==> src/design/standby_pkg.sv <==
// Package for the standby controller: register map, field layout,
// reset values, mode encoding and the bus and clock-control carriers.
// Assumes a 32-bit AXI4-Lite master with an 8-bit byte address.
package standby_pkg;

  // ----------------------------------------------------------------
  // Register map (byte addresses)
  // ----------------------------------------------------------------
  localparam int ADDR_W = 8;
  localparam int CNT_W = 24;
  localparam logic [7:0] OFS_SPEED_MODE_CTRL = 8'h00;
  localparam logic [7:0] OFS_OPTION = 8'h04;
  localparam logic [7:0] OFS_STAB_SEL = 8'h08;
  localparam logic [7:0] OFS_MODE_STATUS = 8'h0C;
  localparam logic [7:0] OFS_STAB_COUNT = 8'h10;

  // ----------------------------------------------------------------
  // Field positions
  // ----------------------------------------------------------------
  localparam int POS_SRC_SEL = 0;
  localparam int POS_WUT_CLK_SEL = 4;
  localparam int POS_WDT_STBY_RUN = 0;
  localparam int POS_WDT_ENABLE = 4;
  localparam int POS_STAB_SEL = 0;

  // ----------------------------------------------------------------
  // Reset values
  // ----------------------------------------------------------------
  localparam logic [1:0] RST_SRC_SEL = 2'h0;
  localparam logic RST_WUT_CLK_SEL = 1'b0;
  localparam logic RST_WDT_STBY_RUN = 1'b0;
  localparam logic RST_WDT_ENABLE = 1'b0;
  localparam logic [2:0] RST_STAB_SEL = 3'h7;

  // ----------------------------------------------------------------
  // Encodings
  // ----------------------------------------------------------------
  localparam logic [1:0] SRC_FAST_INT = 2'h0;
  localparam logic [1:0] SRC_CRYSTAL = 2'h1;
  localparam logic [1:0] SRC_EXT_CLK = 2'h2;
  localparam logic [1:0] RESP_OKAY = 2'h0;
  localparam logic [1:0] RESP_SLVERR = 2'h2;

  typedef enum logic [3:0] {
    MODE_RUN = 4'h1,
    MODE_HALT = 4'h2,
    MODE_STOP = 4'h4,
    MODE_STAB = 4'h8
  } mode_t;

  // ----------------------------------------------------------------
  // Carriers
  // ----------------------------------------------------------------
  typedef struct packed {
    logic awvalid;
    logic [ADDR_W-1:0] awaddr;
    logic wvalid;
    logic [31:0] wdata;
    logic [3:0] wstrb;
    logic bready;
    logic arvalid;
    logic [ADDR_W-1:0] araddr;
    logic rready;
  } axi_req_t;

  typedef struct packed {
    logic awready;
    logic wready;
    logic bvalid;
    logic [1:0] bresp;
    logic arready;
    logic rvalid;
    logic [31:0] rdata;
    logic [1:0] rresp;
  } axi_rsp_t;

  typedef struct packed {
    logic cpu_clk_en;
    logic fast_internal_osc_clock_run;
    logic crystal_osc_clock_run;
    logic external_main_clock_run;
    logic slow_internal_osc_clock_run;
    logic watchdog_count_en;
    logic state_hold;
    logic cpu_resume;
  } clk_ctl_t;

endpackage : standby_pkg

==> src/design/standby_ctrl.sv <==
// Standby controller: light sleep on halt, deep sleep on stop, wake on
// an unmasked interrupt request, crystal stabilisation wait on wake from deep sleep.
// Assumes halt_exec and stop_exec are one-cycle pulses from the core and
// wake_request is the OR of all request flags whose mask flag is 0.
//
// Implementation choices: the placing of the registers and register access over AXI4-Lite.
`timescale 1ns/1ns

// Functional notes
// - Halt instruction enters light sleep and gates the CPU clock off.
// - In light sleep the running high-speed oscillator keeps oscillating.
// - Stop instruction enters deep sleep, halting both high-speed oscillators.
// - An interrupt request ends deep sleep.
// - Crystal source waits out a stabilisation count after deep sleep.
// - Registers, flags and data memory hold their contents while asleep.
// - Port output latches and buffer states stay unchanged while asleep.
// - Light sleep works from internal, crystal or external main clock.
// - Halt is ignored while an unmasked interrupt request is pending.
// - Slow oscillator runs asleep if timer select, or watchdog enabled with standby-run.
// - Main source feeding the CPU keeps running except in deep sleep; others stay off.
// - An unmasked interrupt request ends light sleep.
// - Watchdog stops asleep unless its standby-run bit is 1.
module standby_ctrl
  import standby_pkg::*;
#(
  parameter int unsigned STAB_UNIT = 256
) (
  input wire logic ref_clk,
  input wire logic nrst,
  input wire logic halt_exec,
  input wire logic stop_exec,
  input wire logic wake_request,
  input wire axi_req_t axi_req,
  output axi_rsp_t axi_rsp,
  output clk_ctl_t clk_ctl
);

  // ----------------------------------------------------------------
  // State
  // ----------------------------------------------------------------
  typedef struct packed {
    mode_t mode;
    logic [1:0] src_sel;
    logic wakeup_timer_clock_select;
    logic watchdog_standby_run;
    logic watchdog_enable_option;
    logic [2:0] stabilization_time_select;
    logic [CNT_W-1:0] stab_cnt;
    logic aw_got;
    logic [ADDR_W-1:0] aw_addr;
    logic w_got;
    logic [31:0] w_data;
    logic w_lane0;
    axi_rsp_t rsp;
    clk_ctl_t ctl;
  } st_t;

  st_t s_q;
  st_t s_d;
  logic asleep_d;

  assign axi_rsp = s_q.rsp;
  assign clk_ctl = s_q.ctl;

  // ----------------------------------------------------------------
  // Register read mux
  // ----------------------------------------------------------------
  function automatic logic [32:0] rd_word(input logic [ADDR_W-1:0] a,
                                          input st_t s);
    logic [31:0] w;
    logic err;
    w = 32'h0000_0000;
    err = 1'b0;
    case (a)
      OFS_SPEED_MODE_CTRL: begin
        w[POS_SRC_SEL +: 2] = s.src_sel;
        w[POS_WUT_CLK_SEL] = s.wakeup_timer_clock_select;
      end
      OFS_OPTION: begin
        w[POS_WDT_STBY_RUN] = s.watchdog_standby_run;
        w[POS_WDT_ENABLE] = s.watchdog_enable_option;
      end
      OFS_STAB_SEL: w[POS_STAB_SEL +: 3] = s.stabilization_time_select;
      OFS_MODE_STATUS: w[3:0] = s.mode;
      OFS_STAB_COUNT: w[CNT_W-1:0] = s.stab_cnt;
      default: err = 1'b1;
    endcase
    return {err, w};
  endfunction : rd_word

  // ----------------------------------------------------------------
  // Next state
  // ----------------------------------------------------------------
  always_comb begin
    logic [32:0] rd;
    rd = 33'h0_0000_0000;
    s_d = s_q;
    s_d.ctl.cpu_resume = 1'b0;

    // Write channel: address and data taken in either order
    if (axi_req.awvalid && s_q.rsp.awready) begin
      s_d.aw_got = 1'b1;
      s_d.aw_addr = axi_req.awaddr;
    end
    if (axi_req.wvalid && s_q.rsp.wready) begin
      s_d.w_got = 1'b1;
      s_d.w_data = axi_req.wdata;
      s_d.w_lane0 = axi_req.wstrb[0];
    end
    if (s_q.rsp.bvalid && axi_req.bready) begin
      s_d.rsp.bvalid = 1'b0;
    end
    if (s_d.aw_got && s_d.w_got && !s_q.rsp.bvalid) begin
      s_d.aw_got = 1'b0;
      s_d.w_got = 1'b0;
      s_d.rsp.bvalid = 1'b1;
      s_d.rsp.bresp = RESP_OKAY;
      // All fields live in byte lane 0; other lanes are ignored
      case (s_d.aw_addr)
        OFS_SPEED_MODE_CTRL: begin
          if (s_d.w_lane0) begin
            s_d.src_sel = s_d.w_data[POS_SRC_SEL +: 2];
            s_d.wakeup_timer_clock_select = s_d.w_data[POS_WUT_CLK_SEL];
          end
        end
        OFS_OPTION: begin
          if (s_d.w_lane0) begin
            s_d.watchdog_standby_run = s_d.w_data[POS_WDT_STBY_RUN];
            s_d.watchdog_enable_option = s_d.w_data[POS_WDT_ENABLE];
          end
        end
        OFS_STAB_SEL: begin
          if (s_d.w_lane0) begin
            s_d.stabilization_time_select = s_d.w_data[POS_STAB_SEL +: 3];
          end
        end
        OFS_MODE_STATUS, OFS_STAB_COUNT: begin
        end
        default: s_d.rsp.bresp = RESP_SLVERR;
      endcase
    end
    s_d.rsp.awready = !s_d.aw_got && !s_d.rsp.bvalid;
    s_d.rsp.wready = !s_d.w_got && !s_d.rsp.bvalid;

    // Read channel: one read at a time
    if (axi_req.arvalid && s_q.rsp.arready) begin
      rd = rd_word(axi_req.araddr, s_q);
      s_d.rsp.rvalid = 1'b1;
      s_d.rsp.arready = 1'b0;
      s_d.rsp.rdata = rd[31:0];
      s_d.rsp.rresp = rd[32] ? RESP_SLVERR : RESP_OKAY;
    end else if (s_q.rsp.rvalid && axi_req.rready) begin
      s_d.rsp.rvalid = 1'b0;
      s_d.rsp.arready = 1'b1;
    end

    // Sleep sequencing
    case (s_q.mode)
      MODE_RUN: begin
        if (stop_exec) begin
          s_d.mode = MODE_STOP;
        end else if (halt_exec && !wake_request) begin
          s_d.mode = MODE_HALT;
        end
      end
      MODE_HALT: begin
        if (wake_request) begin
          s_d.mode = MODE_RUN;
          s_d.ctl.cpu_resume = 1'b1;
        end
      end
      MODE_STOP: begin
        if (wake_request) begin
          // Only the crystal needs time to settle after restart
          if (s_q.src_sel == SRC_CRYSTAL) begin
            s_d.mode = MODE_STAB;
            s_d.stab_cnt = CNT_W'(STAB_UNIT) << s_q.stabilization_time_select;
          end else begin
            s_d.mode = MODE_RUN;
            s_d.ctl.cpu_resume = 1'b1;
          end
        end
      end
      MODE_STAB: begin
        if (s_q.stab_cnt <= CNT_W'(1)) begin
          s_d.stab_cnt = '0;
          s_d.mode = MODE_RUN;
          s_d.ctl.cpu_resume = 1'b1;
        end else begin
          s_d.stab_cnt = s_q.stab_cnt - CNT_W'(1);
        end
      end
      default: s_d.mode = MODE_RUN;
    endcase

    // Clock and hold outputs follow the next mode
    asleep_d = (s_d.mode == MODE_HALT) || (s_d.mode == MODE_STOP);
    s_d.ctl.cpu_clk_en = (s_d.mode == MODE_RUN);
    // Selected main source stays on in run and light sleep; the crystal also stays on in the stabilisation wait
    s_d.ctl.fast_internal_osc_clock_run = (s_d.src_sel == SRC_FAST_INT) &&
        (s_d.mode == MODE_RUN || s_d.mode == MODE_HALT);
    s_d.ctl.crystal_osc_clock_run = (s_d.src_sel == SRC_CRYSTAL) &&
        (s_d.mode != MODE_STOP);
    s_d.ctl.external_main_clock_run = (s_d.src_sel == SRC_EXT_CLK) &&
        (s_d.mode == MODE_RUN || s_d.mode == MODE_HALT);
    s_d.ctl.slow_internal_osc_clock_run = !asleep_d ||
        s_d.wakeup_timer_clock_select ||
        (s_d.watchdog_enable_option && s_d.watchdog_standby_run);
    s_d.ctl.watchdog_count_en = s_d.watchdog_enable_option &&
        (!asleep_d || s_d.watchdog_standby_run);
    // Hold freezes core registers, memory and port latches; no reset
    s_d.ctl.state_hold = (s_d.mode != MODE_RUN);
  end

  // ----------------------------------------------------------------
  // State register
  // ----------------------------------------------------------------
  always_ff @(posedge ref_clk) begin
    if (!nrst) begin
      s_q <= '0;
      s_q.mode <= MODE_RUN;
      s_q.src_sel <= RST_SRC_SEL;
      s_q.wakeup_timer_clock_select <= RST_WUT_CLK_SEL;
      s_q.watchdog_standby_run <= RST_WDT_STBY_RUN;
      s_q.watchdog_enable_option <= RST_WDT_ENABLE;
      s_q.stabilization_time_select <= RST_STAB_SEL;
      s_q.rsp.awready <= 1'b1;
      s_q.rsp.wready <= 1'b1;
      s_q.rsp.arready <= 1'b1;
      s_q.ctl.cpu_clk_en <= 1'b1;
      s_q.ctl.fast_internal_osc_clock_run <= 1'b1;
      s_q.ctl.slow_internal_osc_clock_run <= 1'b1;
    end else begin
      s_q <= s_d;
    end
  end

  logic run_q;
  logic sleep_q;
  assign run_q = (s_q.mode == MODE_RUN);
  assign sleep_q = (s_q.mode == MODE_HALT) || (s_q.mode == MODE_STOP);
endmodule : standby_ctrl

==> config.mk <==
export PLATFORM = sky130hd
export DESIGN_NAME = standby_ctrl
export DESIGN_NICKNAME = d
export VERILOG_FILES = /design/src/design/standby_pkg.sv /design/src/design/standby_ctrl.sv
export SDC_FILE = /design/constraint.sdc
export NUM_CORES = 1
export LEC_CHECK = 0
export ABC_AREA = 1
export BUFFER_PORTS_ARGS = -buffer_cell sky130_fd_sc_hd__buf_2
export CORE_UTILIZATION = 60
export CTS_BUF_LIST = sky130_fd_sc_hd__clkbuf_4 sky130_fd_sc_hd__clkbuf_8
export DETAILED_ROUTE_END_ITERATION = 16
export GPL_TIMING_DRIVEN = 0
export PLACE_DENSITY = 0.88
export REMOVE_ABC_BUFFERS = 1
export SYNTH_ARGS = -nofsm -noshare
export SYNTH_HDL_FRONTEND = slang
export SYNTH_SLANG_ARGS = --single-unit
==> constraint.sdc <==
create_clock -name ref_clk -period 4.1 [get_ports ref_clk]
set_input_delay 0 -clock ref_clk [delete_from_list [all_inputs] [get_ports ref_clk]]
set_output_delay 0 -clock ref_clk [all_outputs]
set_load 0.01 [all_outputs]
Word level (Yosys, flattened, before mapping)
Cells that the tools add are included.
- output and inout bits: 49
- flip-flop bits (word level): 120
- $add $sub $neg: 1
- order comparisons: 1
- shifts and indexed selects: 1
- multiplexer cells: 41
- equal/unequal tests: 22
- reductions and logical operators: 35
- operators by type and width (operator ; number):
    24-bit two-way mux ; 3
    24-bit case mux with 2 select lines ; 1
    34-bit two-way mux ; 1
    8-bit by 4-bit equality test with 1-bit output, second input constant ; 4
    24-bit by 1-bit less-or-equal comparator with 1-bit output, second input constant ; 1
    4-bit two-way mux ; 6
    9-bit by 3-bit left shift with 24-bit output, first input constant ; 1
    24-bit by 1-bit subtractor with 24-bit output, second input constant ; 1
    19-bit two-way mux ; 1
    8-bit by 3-bit equality test with 1-bit output, second input constant ; 2
    8-bit by 5-bit equality test with 1-bit output, second input constant ; 2
    8-bit zero test ; 2
    4-bit case mux with 4 select lines ; 1
    1-bit logical AND ; 15
    3-bit two-way mux ; 5
    2-bit two-way mux ; 6
    5-bit OR reduction ; 2
    1-bit two-way mux ; 9
    9-bit two-way mux ; 1
    1-bit case mux with 3 select lines ; 3
    4-bit by 1-bit equality test with 1-bit output, second input constant ; 2
    4-bit by 2-bit equality test with 1-bit output, second input constant ; 2
    4-bit by 3-bit equality test with 1-bit output, second input constant ; 2
    8-bit two-way mux ; 1
    other kinds (14) ; 27

Longest topological paths before layout
Gate-level depths: netlist (run 1).
- word-level depth: 10
- depth in mapped cells: 12

Least setup slack after synthesis (run 1)
Ideal clock, no wire load.
- path kind: reg-to-reg
- start point: register s_q[92] (netlist bit)
- end point: register s_q[109] (netlist bit)
- arrival: 1473 ps
- path slack: 2513 ps
- cell stages (with the launch flop): 9
- setup time: 115 ps
- buffers on the path: 1
- cell sequence: dfxtp_1 > inv_1 > ha_1 > nand2_1 > a21oi_2 > a21oi_2 > o21ai_2 > buf_4 > nor2_1
- cells in the longest elaborated chain, start to end: 3
- elaborated cells between the ends (all ways): 4
- those cells by class: 1 x add/sub; 1 x order compare; 2 x mux
- RTL lines (item ; line ; source):
    start: declaration ; standby_ctrl.sv:58 ; st_t s_q;
    24-bit by 1-bit subtractor with 24-bit output or 24-bit by 1-bit less-or-equal comparator with 1-bit output (tied branches) ; standby_ctrl.sv:190, standby_ctrl.sv:185 ;
    24-bit two-way mux (*) ; standby_ctrl.sv:185 ; if (s_q.stab_cnt <= CNT_W'(1)) begin
    24-bit case mux with 2 select lines (*) ; standby_ctrl.sv:158 ; case (s_q.mode)
Every way passes the cells marked *; elsewhere a longest branch is shown, timed or not.
A chain may end at the register's enable or synchronous reset.

Final worst setup path (run 1)
- start point: register s_q[92] (netlist bit)
- end point: register s_q[113] (netlist bit)
Same word-level chain as after synthesis.

==> results of run 1 <==
kinds of logic after synthesis:
logic type                 Yosys count  share of synthesized area [%]
DFF                                 90                          38.56
other                                1                        0.08027
xor gates and xnor gates            13                          2.437
AOI/OAI and AO/OA                  110                          12.59
and+or+nand+nor                    318                          30.10
muxes                                1                         0.2143
buffers and inverters              139                          15.48
adders and majority gates            2                         0.5355
sequential cells by signal, indices dropped and copies added (netlist names):
register,cells
s_q,51
axi_rsp,31
clk_ctl,8
cells in the mapped netlist, types with 6 or more instances:
master	instances	area, µm²
nand2_1	132	495.5
nand3_1	37	185.2
nand4_1	16	100.1
a21oi_1	45	225.2
nor3_1	11	55.05
buf_4	50	375.4
xor2_1	6	52.55
nor2_1	98	367.9
dfxtp_1	90	1802
xnor2_1	7	61.31
inv_1	69	259.0
o21ai_0	48	240.2
clkbuf_1	11	41.29
report_power, final:
group          leakage (µW)  switching (µW)  internal [µW]
clock              0.000116             293            412
combinational       0.00161             233            119
sequential         0.000736            32.5            936
total               0.00247             559           1470
placed cells by master (no fill, tap or decap), types with 4 or more instances in the layout:
master and n:
a21oi_1 45, nand3_1 37, conb_1 10, inv_1 69, nand2_2 5, nor2_2 4, clkbuf_8 9, nor3_1 11
nor2_1 98, xor2_1 6, o21ai_0 48, dfxtp_1 90, xnor2_1 7, nand2_1 132, buf_2 69, nand4_1 16
o211ai_1 4, dlygate4sd3_1 11, o21ai_1 5
routing by layer:
metal / part of all wire [%] / vias up / track usage (%) / wire [µm]
met5: 0 / - / 0 / 0
met4: 3.1 / 0 / 14.25 / 321
met1: 42 / 1950 / 29.61 / 4361
met2: 50 / 111 / 47.52 / 5170
met3: 5.1 / 31 / 3.892 / 535
li1: - / 2167 / - / -
metrics by stage:
stage	instances	hold slack (ps)	total power [µW]	util [%]	cell area [µm²]
floorplan	616	68.92	1222	-	4253
global placement	784	262.3	1315	63.74	4722
detailed placement	784	293.9	1330	63.74	4722
CTS	809	0.9661	2032	68.32	5061
global route	809	50.28	2115	68.32	5061
finish	809	21.64	2026	68.32	5061
tightest hold or removal path: stages:
cell and delay, ps:
buf_2 80, inv_1 30, nand3_1 80, nand2_2 80, nor2_1 80
timing repair:
item / 4_1_cts / 5_1_grt
hold endpoints to repair: 12 / 0
buffers inserted: 0 / 0
hold buffers: 11 / 0
worst max-delay path by stage:
stage	endpoint	cells past startpoint	from
5_1_grt	axi_rsp[10]	4	axi_rsp[35]
3_5_place_dp	axi_rsp[39]	4	nrst
4_1_cts	axi_rsp[10]	4	axi_rsp[35]
3_3_place_gp	axi_rsp[39]	4	nrst
2_1_floorplan	clk_ctl[3]	9	axi_rsp[40]
6_report	s_q[113]	7	s_q[92]
layout make-up:
type	instances	area [µm²]	area share (%)
inverters	72	270.3	5.340
well taps	99	123.9	2.447
repair buffers	80	455.4	8.999
clock inverters	3	90.09	1.780
flip-flops and latches	90	1802	35.60
multi-input cells	454	2181	43.09
clock buffers	11	138.9	2.744
==> metrics, run 1 <==
die width 90.24 µm; Post-Route WL 10390 µm; FP Rows 31; worst r2r src s_q[92]; most frequent CP cell a21oi_2; Setup WS pre-CTS 1954 ps; Hold Path Class input pin to flop; Reg2Reg Depth 7; asr flop ratio synth 0%; Clock Latency Late Sink 360 ps; TritonRoute pass-1 iters 5; maximum VDD drop 0.2671 mV; post-route setup TNS 0 ps; clock sink count 90; status finished clean; CP Cell Sequence inv_1 -> ha_1 -> nand2_1 -> a21oi_2 -> a21oi_2 -> o21ai_2 -> nor2_1; fin nets 771; first-pass GRT wire length 17570 µm; largest net degree at the start of global routing 47; filler instances 659; Die Height 90.24 µm; Resized Gates After CTS 0; synth-to-layout area growth 8.329%; antenna violations before repair 0; Final Max Slew Viols 0; count of different cell masters after synthesis 38; Critical Path RT 4330 ps; vias in the first global route 4065; IO Port Bufs 69; maximum clock insertion buffer count 2; DRC errors left 0; Tmin final 2123 ps; Critical Path Source Type flop; crit path max fanout 15; grt ovf 0; DR WL/cell 12.84 µm; Top delay family on crit path compound AO/OA/AOI/OAI gates; crit path buf inv count 1; Worst-Margin Slew 979.6 ps; final weighted congestion in routability-driven placement 0.8903; Initial Util 63.06%; area of the mapped netlist 4672 µm²; crit-path max cell delay 580 ps; Clk pin slew, worst setup/hold paths 80 ps; number of antenna diodes 0; dominant synthesized flop cell dfxtp_1; vias per cell 5.265; RSZ-0062 raised after global routing false; H-tree levels 3; DR vias 4259; root buffer cell clkbuf_8; total global-route track usage 26.31%; fmax 470.9 MHz; period utilization 51.79%; Leak 0.002467 µW; hold_sp axi_req[51]; flops & latches, synth 90; Clock Skew 7.091 ps; Worst slew margin 34.29%; DRT iter0 DRCs 187; YS warnings 0; CP Class flop to flop; antenna viol nets, final 0; final setup fails 0; max cap viols 0; CTS tree done; Crit path arrival time 2350 ps; core area 7408 µm²; Cells after Synth 674; syn avg cell area 6.932 µm²; IO Count 111; detailed placer's ending HPWL 7343 µm; Reg2Reg Capture Point s_q[113]; Hold EP s_q[86]; sequential area share after synthesis 38.56%; Post-synth EDFFs 0; reg2reg setup slack 1980 ps; Hold Crit Depth 5; crit path max-delay cell type o21ai_2; Crit. End Element flop; endpoints failing hold 0; layout cells sized above 1 15.21%; die area 8143 µm²; Power Density 400.3 nW/µm²; cts bufs inserted 9; worst setup margin 1977 ps
Power figures use the tool's default switching activity.
==> inputs of run 2 (changes only) <==
--- a/config.mk
+++ b/config.mk
@@ -5,13 +5,13 @@
 export SDC_FILE = /design/constraint.sdc
 export NUM_CORES = 1
 export LEC_CHECK = 0
-export ABC_AREA = 1
+export ABC_AREA = 0
 export BUFFER_PORTS_ARGS = -buffer_cell sky130_fd_sc_hd__buf_2
-export CORE_UTILIZATION = 60
+export CORE_UTILIZATION = 55
 export CTS_BUF_LIST = sky130_fd_sc_hd__clkbuf_4 sky130_fd_sc_hd__clkbuf_8
 export DETAILED_ROUTE_END_ITERATION = 16
 export GPL_TIMING_DRIVEN = 0
-export PLACE_DENSITY = 0.88
+export PLACE_DENSITY = 0.82
 export REMOVE_ABC_BUFFERS = 1
 export SYNTH_ARGS = -nofsm -noshare
 export SYNTH_HDL_FRONTEND = slang
==> constraint.sdc (replaced) <==
create_clock -name ref_clk -period 2.15 [get_ports ref_clk]
set_input_delay 0 -clock ref_clk [delete_from_list [all_inputs] [get_ports ref_clk]]
set_output_delay 0 -clock ref_clk [all_outputs]
set_load 0.01 [all_outputs]
==> metrics, run 2 <==
most frequent cells in the layout dfxtp_1 (80), buf_2 (69), nand2_1 (59), nor2_1 (45), a21oi_1 (41); fmax 451.0 MHz; Final Max Slew Viols 0; Overall Power 3661 µW; Final Util 68.11%; detailed placer's ending HPWL 6404 µm; first-pass GRT wire length 16760 µm; asr flop ratio synth 0%; Critical Path RT 2390 ps; period utilization 103.1%; H-tree levels 3; status complete, but fails checks; final weighted congestion in routability-driven placement 0.8706; CP Class flop to flop; syn avg cell area 8.229 µm²; filler instances 587; cts bufs inserted 9; Cells after Synth 539; endpoints failing hold 0; failing checks negative setup slack; dominant synthesized flop cell dfxtp_1; post-route setup TNS -538.4 ps; sequential area share after synthesis 40.62%; total global-route track usage 24.62%; max cap viols 0; count leader, synth dfxtp_1; Worst slew margin 31.43%; CTS tree done; Clock Skew 14.43 ps; Initial Util 57.10%; top cell type's share of synthesized area 40.62%; core area 7767 µm²; DRC errors left 0; grt ovf 0; count of different cell masters after synthesis 62; area of the mapped netlist 4436 µm²; synth-to-layout area growth 19.27%; crit-path max cell delay 570 ps; FP Rows 32; largest register by flop count s_q; vias per cell 5.923; Synth area leader dfxtp_1; Leak 0.002084 µW; CP Cell Sequence or4_4 -> nor4_4 -> buf_4 -> a31oi_4 -> o31a_1 -> o211ai_1 -> o21ai_1; maximum clock insertion buffer count 2; DRT iter0 DRCs 492; DR WL/cell 16.54 µm; Worst-Margin Slew 1027 ps; Hold Slack 12.04 ps; IO Port Bufs 69; Crit. End Element flop; antenna viol nets, final 0; Clk pin slew, worst setup/hold paths 90 ps; reg2reg setup slack -70 ps; DR vias 4087; root buffer cell clkbuf_8; flops & latches, synth 90; Clock Latency Late Sink 370 ps; crit path max fanout 5; worst setup margin -67.39 ps; most common cell after layout, fill and taps aside dfxtp_1; Hold Path Class input pin to flop; number of antenna diodes 0; Tmin final 2217 ps; die width 91.80 µm; Post-Route WL 11420 µm; antenna violations before repair 0; synth top area cells dfxtp_1 (41%), buf_4 (8.3%), a21oi_1 (5.1%), nand2_1 (5.0%), nor2_1 (4.3%); fin nets 647; maximum VDD drop 0.4399 mV; vias in the first global route 3626; Critical Path Source Type flop; final setup fails 18; Power Density 692.1 nW/µm²; layout cells sized above 1 29.42%; clock sink count 90; crit path max-delay cell type or4_4; TritonRoute pass-1 iters 6; crit path buf inv count 1; IO Count 111; Die Height 91.80 µm; Crit path arrival time 2460 ps; commonest cells in the netlist dfxtp_1 (90), nand2_1 (59), nor2_1 (51), buf_4 (49), a21oi_1 (45); largest net degree at the start of global routing 51; Top delay family on crit path simple AND/OR/NAND/NOR gates; YS warnings 0; max reg flops 51; RSZ-0062 raised after global routing true; Post-synth EDFFs 0; die area 8427 µm²
==> run 2: cell types whose count changed in the layout (fill, tap and decap cells not counted), moves of 10 or more <==
cell     change
nand4_1     -12
nor3_1      +13
o21ai_0     -36
buf_4       +22
dfxtp_1     -10
inv_1       -58
nand3_1     -14
nor2_1      -53
nand2_1     -73
==> run 2: final cells by class <==
class                   count  area, µm²  share of cell area (%)
well taps                 102      127.6                   2.412
clock buffers              12      152.6                   2.886
clock inverters             4      98.84                   1.868
inverters                  12      45.04                  0.8515
flip-flops and latches     90       1822                   34.44
multi-input cells         367       2389                   45.15
repair buffers            103      655.6                   12.39
==> run 2: worst paths after layout <==
kind	start	endpoint	depth (start not counted)
worst max-delay path	s_q[109]	s_q[103]	7
worst min-delay path	axi_req[17]	s_q[52]	3
worst max register to register	s_q[109]	s_q[103]	7
worst min register to register	axi_rsp[14]	axi_rsp[14]	2
==> run 2: tightest hold or removal path: cells and delay by family <==
family / cells / cell delay, ps
mux: 1 / 150
simple gates: 1 / 120
buf+inv: 1 / 80
==> run 2: cells by family after synthesis <==
kind of cell | synth area share [%]
flops | 40.62
mux | 4.824
other cells | 0.08455
buf+inv | 12.19
xor+xnor | 2.567
simple gates | 25.59
fa+ha+maj | 0.5641
compound gates | 13.57
==> run 2: routing by layer <==
layer	track usage (%)	wire length [µm]	share of wire (%)
met1	31.46	4647	41
met2	41.67	5709	50
met3	4.975	797	7.0
met4	7.682	260	2.3
met5	1.282	0	0
==> run 2: metrics by stage <==
stage	std cells	setup WS, ps	instance area, µm²
5_1_grt	690	-122.7	5290
3_3_place_gp	639	-491.1	4447
6_report	690	-67.39	5290
2_1_floorplan	468	-129.2	3974
4_1_cts	678	-107.4	5034
3_5_place_dp	639	-582.5	4449
==> run 2: repair_timing <==
action,in CTS,in global routing
gates cloned,0,2
gates resized for setup,27,34
setup buffers,13,10
hold buffers,10,0
pin swaps,14,18
setup endpoints to repair,40,34
endpoints found under the hold margin,11,0
==> run 2: power by group <==
group	total [µW]	switching (µW)	leakage, µW	internal [µW]
clock	1430	598	0.000128	833
sequential	1790	52.6	0.000737	1730
combinational	445	272	0.00122	174
